==> src/logic/hvpd_pkg.sv <==
package hvpd_pkg;

  // pin and field geometry
  localparam int NUM_PINS = 8;
  localparam int PINS_PER_BANK = 4;
  localparam int FIELD_W = 2;
  localparam int CUR_W = 8;
  localparam int ADR_W = 10;
  localparam int DAT_W = 32;

  // register indices, byte address is four times the index
  localparam logic [7:0] IDX_B0_COND = 8'h36;
  localparam logic [7:0] IDX_B0_SC = 8'h39;
  localparam logic [7:0] IDX_B0_OL = 8'h3a;
  localparam logic [7:0] IDX_B1_COND = 8'h46;
  localparam logic [7:0] IDX_B1_SC = 8'h49;
  localparam logic [7:0] IDX_B1_OL = 8'h4a;
  localparam logic [7:0] IDX_IRQ_STAT = 8'h60;
  localparam logic [7:0] IDX_IRQ_MASK = 8'h61;

  // values after reset
  localparam logic [7:0] RST_SEL = 8'h00;
  localparam logic [7:0] RST_MASK = 8'h00;
  localparam logic [7:0] RST_STAT = 8'h00;
  localparam logic [15:0] RST_COND = 16'h0000;

  // two-bit driver condition codes
  typedef enum logic [1:0] {
    COND_OK = 2'h0,
    COND_OPEN = 2'h1,
    COND_SHORT = 2'h2,
    COND_OFF = 2'h3
  } hvpd_cond_type;

  // current codes for the four short-circuit conditions, above is a short
  localparam logic [7:0] SC_LIMIT [4] = '{8'hc0, 8'hd0, 8'he0, 8'hf0};
  // current codes for the four open-load conditions, below is an open load
  localparam logic [7:0] OL_LIMIT [4] = '{8'h04, 8'h08, 8'h10, 8'h20};

endpackage

==> src/logic/hvpd_pin_classify.sv <==
`timescale 1ns/1ps
module hvpd_pin_classify
  import hvpd_pkg::*;
(
  // monitored pin
  input wire logic drv_on,
  input wire logic [CUR_W-1:0] current,
  // selected conditions
  input wire logic [FIELD_W-1:0] sc_sel,
  input wire logic [FIELD_W-1:0] ol_sel,
  // result
  output hvpd_cond_type cond
);

  // off beats short, short beats open load
  always_comb begin
    if (!drv_on) begin
      cond = COND_OFF;
    end else if (current > SC_LIMIT[sc_sel]) begin
      cond = COND_SHORT;
    end else if (current < OL_LIMIT[ol_sel]) begin
      cond = COND_OPEN;
    end else begin
      cond = COND_OK;
    end
  end

endmodule

==> src/logic/hvpd_top.sv <==
// Our own choice: register access over Wishbone.
`timescale 1ns/1ps
// Overview of operation
// - each pin reports 00 ok, 01 open load, 10 short, 11 driver off.
// - read-only byte at 46h holds pins 8..5 status, pin 8 in 7:6.
// - each pin has a read/write 2-bit short-circuit condition select.
// - byte 39h holds short selects of pins 4..1, pin 4 in 7:6.
// - byte 49h holds short selects of pins 8..5, pin 8 in 7:6.
// - byte 3Ah holds read/write open-load selects of pins 4..1.
// - byte 4Ah holds open-load selects, pin 8 in bits 7:6.
module hvpd_top
  import hvpd_pkg::*;
(
  // clock and reset
  input wire logic mclk,
  input wire logic resetn,
  // wishbone slave
  input wire logic wb_cyc_i,
  input wire logic wb_stb_i,
  input wire logic wb_we_i,
  input wire logic [ADR_W-1:0] wb_adr_i,
  input wire logic [3:0] wb_sel_i,
  input wire logic [DAT_W-1:0] wb_dat_i,
  output logic [DAT_W-1:0] wb_dat_o,
  output logic wb_ack_o,
  // pin monitoring
  input wire logic [NUM_PINS-1:0] hv_pin_drv_on,
  input wire logic [NUM_PINS*CUR_W-1:0] hv_pin_current,
  // interrupt
  output logic irq
);

  //////////////////////////////////////////////////////////////////////////////
  // declarations

  logic ack_r;
  logic [DAT_W-1:0] dat_r;
  logic irq_r;
  logic [7:0] b0_sc_r;
  logic [7:0] b0_ol_r;
  logic [7:0] b1_sc_r;
  logic [7:0] b1_ol_r;
  logic [7:0] irq_stat_r;
  logic [7:0] irq_mask_r;
  logic [7:0] irq_stat_nxt;
  logic [15:0] cond_r;
  logic [15:0] cond_nxt;
  logic [15:0] sc_flat;
  logic [15:0] ol_flat;
  logic [7:0] cond_event;
  logic req;
  logic wr_go;
  logic rd_go;
  logic [7:0] rd_byte;

  //////////////////////////////////////////////////////////////////////////////
  // helpers

  // word index from the byte address
  function automatic logic [7:0] reg_index(input logic [ADR_W-1:0] adr);
    reg_index = adr[9:2];
  endfunction

  // low byte of a write lands on a given register
  function automatic logic hit_write(input logic go, input logic [ADR_W-1:0] adr,
                                     input logic [7:0] idx);
    hit_write = go && (reg_index(adr) == idx);
  endfunction

  //////////////////////////////////////////////////////////////////////////////
  // wishbone handshake

  // new request only while no ack is standing
  assign req = wb_cyc_i && wb_stb_i && !ack_r;
  assign wr_go = req && wb_we_i && wb_sel_i[0];
  assign rd_go = req && !wb_we_i;

  // ack for one cycle per request
  always_ff @(posedge mclk or negedge resetn) begin
    if (!resetn) begin
      ack_r <= 1'b0;
    end else begin
      ack_r <= req;
    end
  end

  assign wb_ack_o = ack_r;

  //////////////////////////////////////////////////////////////////////////////
  // threshold selection registers

  // bank 0 short-circuit selects
  always_ff @(posedge mclk or negedge resetn) begin
    if (!resetn) begin
      b0_sc_r <= RST_SEL;
    end else if (hit_write(wr_go, wb_adr_i, IDX_B0_SC)) begin
      b0_sc_r <= wb_dat_i[7:0];
    end
  end

  // bank 0 open-load selects
  always_ff @(posedge mclk or negedge resetn) begin
    if (!resetn) begin
      b0_ol_r <= RST_SEL;
    end else if (hit_write(wr_go, wb_adr_i, IDX_B0_OL)) begin
      b0_ol_r <= wb_dat_i[7:0];
    end
  end

  // bank 1 short-circuit selects
  always_ff @(posedge mclk or negedge resetn) begin
    if (!resetn) begin
      b1_sc_r <= RST_SEL;
    end else if (hit_write(wr_go, wb_adr_i, IDX_B1_SC)) begin
      b1_sc_r <= wb_dat_i[7:0];
    end
  end

  // bank 1 open-load selects
  always_ff @(posedge mclk or negedge resetn) begin
    if (!resetn) begin
      b1_ol_r <= RST_SEL;
    end else if (hit_write(wr_go, wb_adr_i, IDX_B1_OL)) begin
      b1_ol_r <= wb_dat_i[7:0];
    end
  end

  // pin n field sits at bits 2n-1:2n-2 of the flat vectors
  assign sc_flat = {b1_sc_r, b0_sc_r};
  assign ol_flat = {b1_ol_r, b0_ol_r};

  //////////////////////////////////////////////////////////////////////////////
  // per-pin condition classification

  genvar gi;
  generate
    for (gi = 0; gi < NUM_PINS; gi++) begin : g_pin
      hvpd_cond_type cond_w;

      // compare current against the pin's own selections
      hvpd_pin_classify u_classify (
        .drv_on(hv_pin_drv_on[gi]),
        .current(hv_pin_current[gi*CUR_W +: CUR_W]),
        .sc_sel(sc_flat[gi*FIELD_W +: FIELD_W]),
        .ol_sel(ol_flat[gi*FIELD_W +: FIELD_W]),
        .cond(cond_w)
      );

      assign cond_nxt[gi*FIELD_W +: FIELD_W] = cond_w;
      // a change of code is an event
      assign cond_event[gi] = (cond_w != cond_r[gi*FIELD_W +: FIELD_W]);
    end
  endgenerate

  // status codes, refreshed every cycle
  always_ff @(posedge mclk or negedge resetn) begin
    if (!resetn) begin
      cond_r <= RST_COND;
    end else begin
      cond_r <= cond_nxt;
    end
  end

  //////////////////////////////////////////////////////////////////////////////
  // interrupt status and mask

  // set wins over a write-one clear in the same cycle
  always_comb begin
    irq_stat_nxt = irq_stat_r;
    if (hit_write(wr_go, wb_adr_i, IDX_IRQ_STAT)) begin
      irq_stat_nxt = irq_stat_r & ~wb_dat_i[7:0];
    end
    irq_stat_nxt = irq_stat_nxt | cond_event;
  end

  // sticky per-pin change flags
  always_ff @(posedge mclk or negedge resetn) begin
    if (!resetn) begin
      irq_stat_r <= RST_STAT;
    end else begin
      irq_stat_r <= irq_stat_nxt;
    end
  end

  // interrupt mask, one bit per pin
  always_ff @(posedge mclk or negedge resetn) begin
    if (!resetn) begin
      irq_mask_r <= RST_MASK;
    end else if (hit_write(wr_go, wb_adr_i, IDX_IRQ_MASK)) begin
      irq_mask_r <= wb_dat_i[7:0];
    end
  end

  // level interrupt while any unmasked flag stands
  always_ff @(posedge mclk or negedge resetn) begin
    if (!resetn) begin
      irq_r <= 1'b0;
    end else begin
      irq_r <= |(irq_stat_r & irq_mask_r);
    end
  end

  assign irq = irq_r;

  //////////////////////////////////////////////////////////////////////////////
  // read path

  // byte selection, unmapped reads as zero
  always_comb begin
    unique case (reg_index(wb_adr_i))
      IDX_B0_COND: rd_byte = cond_r[7:0];
      IDX_B1_COND: rd_byte = cond_r[15:8];
      IDX_B0_SC: rd_byte = b0_sc_r;
      IDX_B0_OL: rd_byte = b0_ol_r;
      IDX_B1_SC: rd_byte = b1_sc_r;
      IDX_B1_OL: rd_byte = b1_ol_r;
      IDX_IRQ_STAT: rd_byte = irq_stat_r;
      IDX_IRQ_MASK: rd_byte = irq_mask_r;
      default: rd_byte = 8'h00;
    endcase
  end

  // read data captured with the request, held until the next read
  always_ff @(posedge mclk or negedge resetn) begin
    if (!resetn) begin
      dat_r <= 32'h0000_0000;
    end else if (rd_go) begin
      dat_r <= {24'h00_0000, rd_byte};
    end
  end

  assign wb_dat_o = dat_r;

  //////////////////////////////////////////////////////////////////////////////
  // checks

  // ack is a single-cycle pulse
  property p_ack_pulse;
    @(posedge mclk) disable iff (!resetn)
      wb_ack_o |=> !wb_ack_o;
  endproperty
  a_ack_pulse: assert property (p_ack_pulse)
    else $error("ack held for more than one cycle");

  // a driver switched off reports code 11
  property p_off_code;
    @(posedge mclk) disable iff (!resetn)
      !hv_pin_drv_on[7] |=> cond_r[15:14] == 2'h3;
  endproperty
  a_off_code: assert property (p_off_code)
    else $error("pin 8 off but code is not 11");

  // bank 1 status read returns pins 8..5 with upper bits zero
  property p_b1_status_read;
    logic [7:0] snap;
    @(posedge mclk) disable iff (!resetn)
      (rd_go && reg_index(wb_adr_i) == IDX_B1_COND, snap = cond_r[15:8])
        |=> wb_ack_o && wb_dat_o == {24'h00_0000, snap};
  endproperty
  a_b1_status_read: assert property (p_b1_status_read)
    else $error("bank 1 status read data wrong");

  // pin 1 short select takes the written low field
  property p_sc_pin1_write;
    @(posedge mclk) disable iff (!resetn)
      hit_write(wr_go, wb_adr_i, IDX_B0_SC)
        |=> sc_flat[1:0] == $past(wb_dat_i[1:0]);
  endproperty
  a_sc_pin1_write: assert property (p_sc_pin1_write)
    else $error("pin 1 short select not updated");

  // bank 0 short selects read back with pin 4 on top
  property p_b0_sc_read;
    @(posedge mclk) disable iff (!resetn)
      (rd_go && reg_index(wb_adr_i) == IDX_B0_SC)
        |=> wb_dat_o[7:6] == $past(b0_sc_r[7:6]) && wb_dat_o[31:8] == 24'h00_0000;
  endproperty
  a_b0_sc_read: assert property (p_b0_sc_read)
    else $error("bank 0 short select read wrong");

  // bank 1 short write reaches pin 8 field
  property p_b1_sc_write;
    @(posedge mclk) disable iff (!resetn)
      hit_write(wr_go, wb_adr_i, IDX_B1_SC) |=> sc_flat[15:14] == $past(wb_dat_i[7:6]);
  endproperty
  a_b1_sc_write: assert property (p_b1_sc_write)
    else $error("pin 8 short select not updated");

  // bank 0 open-load write reaches pin 4 field
  property p_b0_ol_write;
    @(posedge mclk) disable iff (!resetn)
      hit_write(wr_go, wb_adr_i, IDX_B0_OL) |=> ol_flat[7:6] == $past(wb_dat_i[7:6]);
  endproperty
  a_b0_ol_write: assert property (p_b0_ol_write)
    else $error("pin 4 open-load select not updated");

  // bank 1 open-load select read returns the pin 8 field in bits 7:6
  property p_b1_ol_read;
    @(posedge mclk) disable iff (!resetn)
      (rd_go && reg_index(wb_adr_i) == IDX_B1_OL)
        |=> wb_dat_o[7:6] == $past(ol_flat[15:14]);
  endproperty
  a_b1_ol_read: assert property (p_b1_ol_read)
    else $error("pin 8 open-load select read wrong");

  // current above the selected short limit gives code 10
  property p_short_detect;
    @(posedge mclk) disable iff (!resetn)
      (hv_pin_drv_on[0] && hv_pin_current[7:0] > SC_LIMIT[sc_flat[1:0]])
        |=> cond_r[1:0] == 2'h2;
  endproperty
  a_short_detect: assert property (p_short_detect)
    else $error("pin 1 short not reported");

  // current below the selected open limit gives code 01
  property p_open_detect;
    @(posedge mclk) disable iff (!resetn)
      (hv_pin_drv_on[0] && hv_pin_current[7:0] <= SC_LIMIT[sc_flat[1:0]]
        && hv_pin_current[7:0] < OL_LIMIT[ol_flat[1:0]])
        |=> cond_r[1:0] == 2'h1;
  endproperty
  a_open_detect: assert property (p_open_detect)
    else $error("pin 1 open load not reported");

  // a code change raises its sticky flag and then the interrupt
  property p_event_irq;
    @(posedge mclk) disable iff (!resetn)
      (cond_event[0] && irq_mask_r[0]) ##1 irq_mask_r[0] |=> irq;
  endproperty
  a_event_irq: assert property (p_event_irq)
    else $error("unmasked event did not raise interrupt");

  // a write without the low byte lane leaves the bank 0 short and bank 1 open-load selects alone
  property p_sel_ignored;
    @(posedge mclk) disable iff (!resetn)
      (req && wb_we_i && !wb_sel_i[0]) |=> $stable(b0_sc_r) && $stable(b1_ol_r);
  endproperty
  a_sel_ignored: assert property (p_sel_ignored)
    else $error("write without low byte lane changed a select");

  // a code change sets its flag even against a same-cycle clear
  property p_event_sets_flag;
    @(posedge mclk) disable iff (!resetn)
      cond_event[0] |=> irq_stat_r[0];
  endproperty
  a_event_sets_flag: assert property (p_event_sets_flag)
    else $error("pin 1 code change did not set its flag");

endmodule

==> config.mk <==
export PLATFORM = sky130hd
export DESIGN_NAME = hvpd_top
export DESIGN_NICKNAME = d
export VERILOG_FILES = /design/src/logic/hvpd_pkg.sv /design/src/logic/hvpd_pin_classify.sv /design/src/logic/hvpd_top.sv
export SDC_FILE = /design/constraint.sdc
export NUM_CORES = 1
export LEC_CHECK = 0
export BUFFER_PORTS_ARGS = -buffer_cell sky130_fd_sc_hd__buf_2
export CORE_UTILIZATION = 45
export DETAILED_ROUTE_END_ITERATION = 12
export PLACE_DENSITY = 0.82
export REMOVE_ABC_BUFFERS = 1
export SYNTH_ARGS = -nofsm -noshare
export SYNTH_HDL_FRONTEND = slang
export SYNTH_SLANG_ARGS = --single-unit
==> constraint.sdc <==
create_clock -name mclk -period 1.9 [get_ports mclk]
set_input_delay 0.095 -clock mclk [delete_from_list [all_inputs] [get_ports mclk]]
set_output_delay 0.095 -clock mclk [all_outputs]
set_load 0.05 [all_outputs]
==> metrics.md <==
| Metric | Value |
|---|---|
| Fin util | 0.579 |
| Die width | 106 um |
| DR pass1 iterations | 4 |
| Grt total ovfl | 0 |
| N_diodes | 0 |
| Largest net degree at the start of global routing | 75 |
| Total power divided by cell area | 608 mW/mm^2 |
| Slew headroom | 0.586 |
| Final Max Slew Viols | 0 |
| Row count | 37 |
| Simple-gate area share of the yosys netlist | 0.191 |
| Skew final | 7.92 ps |
| Hold WC Path Type | primary input to flop |
| Pwr Total | 3.67 mW |
| Synth Area in XOR/XNOR | 0.0287 |
| Status | finished clean |
| DR vias | 4,356 |
| Clock tree from TritonCTS | built |
| Adder-Cell Fraction of Synth Area | 0.103 |
| Detail Route Antenna Nets | 0 |
| Synth Area per Inst | 10.2 sq um |
| Inserted Clock Buffers | 9 |
| CTS Buffer Depth | 2 |
| Post-DP Area | 0.00562 sq mm |
| Clock root buffer | clkbuf_8 |
| Seq/Total Area, Yosys | 0.380 |
| Final Hold Fails | 0 |
| Post-synthesis compound-gate area fraction | 0.137 |
| Post-synth top area share | 0.380 |
| Share of post-route cells with drive strength above 1 | 0.341 |
| Startpoint Class | flop |
| WS Path Type | flop to flop |
| Layer with the highest usage | met2 |
| Die ar. | 0.0113 sq mm |
| Post-synth ARST share | 1.00 |
| Die Ht | 106 um |
| Crit end category | flop |
| Yosys reg bits | 74 |
| Synth area leader | dfrtp_1 |
| # DRC | 0 |
| Max-cap violations | 0 |
| Synthesis Warnings | 0 |
| Met2 Track Usage GR | 0.410 |
| CTS Sinks | 74 |
| Hpwl dp | 10.0 mm |
| Data required, critical path | 2140 ps |
| Largest cells by area after synthesis | dfrtp_1 (38%), ha_1 (10%), mux2_4 (4.9%), mux2_2 (4.4%), buf_4 (3.8%) |
| I/O pins | 157 |
| Most common cell after layout, fill and taps aside | buf_2 |
| Min Hold Slack | 44.9 ps |
| Vias per cell | 5.70 |
| Post-synth cell types | 54 |
| Synth Instances | 479 |
| Mux cell area share after synthesis | 0.0931 |
| Tightest Pin Transition | 618 ps |
| Met3 GRT Util | 0.0521 |
| Final #Nets | 787 |
| Avg WL per Cell | 17.5 um |
| Core area | 0.0104 sq mm |
| Worst skew pair latency | 360 ps |
| Period utilization | 0.966 |
| Minimum clock period | 1830 ps |
| Area Overhead vs Synth | 23.7% |
| Total GRT Usage | 0.246 |
| PortBufs | 103 |
| Starting DRC count in detailed routing | 242 |
| Largest family of logic cells by synthesized area | simple AND/OR/NAND/NOR gates |
| Peak VDD IR | 0.000266 V |
| Fin area | 0.00603 sq mm |
| Final setup violation count | 0 |
| Worst Path Arrival | 2080 ps |
| Max frequency | 545 MHz |
| Final estimated routing congestion in global placement | 0.902 |
| M1 GR Usage | 0.300 |
| Post-synth EDFFs | 0 |
| Starting Density | 0.468 |
| Primary FF master, synth | dfrtp_1 |
| P_leak | 2.78 nW |
| Worst-path fanout max | 8 |
| H-Tree Depth | 3 |
| Sum Neg Setup Slack | 0 ps |
| Mapped Area | 0.00488 sq mm |
| Vias in the first global route | 4,495 |
| First-pass GRT wire length | 21.4 mm |
| WL final | 13.4 mm |
| Initial antenna violation count | 0 |
| Most frequent cells in the layout | buf_2 (103), dfrtp_1 (68), ha_1 (40), buf_4 (36), nand2_1 (31) |
| Reg clk slew, reported paths | 80 ps |
## final timing paths
check | startpoint | endpoint | slack, ps | cells after the start
min in group asynchronous | resetn | cond_r[0] | 290 | 3
setup reg to reg | wb_ack_o | irq_mask_r[6] | 70 | 5
hold reg to reg | irq_stat_r[1] | irq_stat_r[1] | 530 | 1
setup / recovery | wb_ack_o | irq_mask_r[6] | 70 | 5
max in group asynchronous | resetn | b1_ol_r[6] | 1260 | 3
hold / removal | wb_dat_i[3] | b0_sc_r[3] | 40 | 3
## cells by family (layout without fill, tap and decap cells)
logic type,after synthesis,after routing
muxes,35,35
other,1,24
xor gates and xnor gates,16,16
buffers and inverters,56,182
adders and majority gates,40,40
and+or+nand+nor,157,157
AOI/OAI and AO/OA,100,100
DFF,74,74
## routing by layer
| layer | routed length (um) | up-vias |
|---|---|---|
| li1 | - | 2026 |
| met1 | 5490 | 2106 |
| met2 | 6510 | 179 |
| met3 | 907 | 45 |
| met4 | 460 | 0 |
| met5 | 0 | - |
## power by group
part | leakage [nW] | internal [mW] | switching [mW] | total [mW]
clock network | 0.0962 | 0.632 | 0.580 | 1.21
logic | 1.80 | 0.255 | 0.517 | 0.772
registers | 0.881 | 1.64 | 0.0458 | 1.68
## registers in the layout, indices dropped and copies added (netlist names)
signal,flops
cond_r,16
b0_ol_r,8
b0_sc_r,8
b1_ol_r,8
b1_sc_r,8
irq_mask_r,8
irq_stat_r,8
wb_dat_o,8
irq,1
wb_ack_o,1
## worst max-delay path, stage by stage (launching register included)
cell     delay (ps)
dfrtp_1         370
and3b_2         260
nand3_2         120
or4_1           500
buf_6           170
mux2_4          300
## cell type report
type	instances	area, sq um
Clock buffer	12	145
Sequential cell	74	1860
Tap cell	136	170
Timing Repair Buffer	151	927
Inverter	16	60.1
Clock inverter	3	40.0
Multi-Input combinational cell	372	2830
Fill cell	879	4390
## through the flow
stage | cells | worst slack (ps)
finish | 764 | 65.1
global route | 764 | -18.2
CTS | 753 | 13.1
detailed placement | 729 | 32.5
global placement | 729 | 71.1
floorplan | 462 | -263
## repair_timing
item	CTS	global route
hold buffers	9	0
setup endpoints to repair	0	16
endpoints found under the hold margin	84	0
resized for setup	0	22
buffers inserted	0	11
## cell usage after synthesis, types with 2 or more instances
cell	count
a211o_1	8
a21oi_1	8
a22oi_1	22
a31oi_1	6
a32o_1	3
a32oi_1	2
and3_1	2
buf_2	6
buf_4	25
buf_6	2
clkbuf_1	6
dfrtp_1	74
ha_1	40
inv_1	16
mux2_2	19
mux2_4	16
nand2_1	31
nand2b_1	17
nand3_1	8
nand3b_1	8
nand4b_1	2
nand4bb_1	2
nor2_1	21
nor2b_1	13
nor3_1	2
nor3_2	2
nor4_1	24
o211ai_1	9
o21ai_0	34
o2bb2ai_1	2
o32a_1	2
or3_1	2
or4_1	9
xor2_1	16
Power figures use the tool's default switching activity.
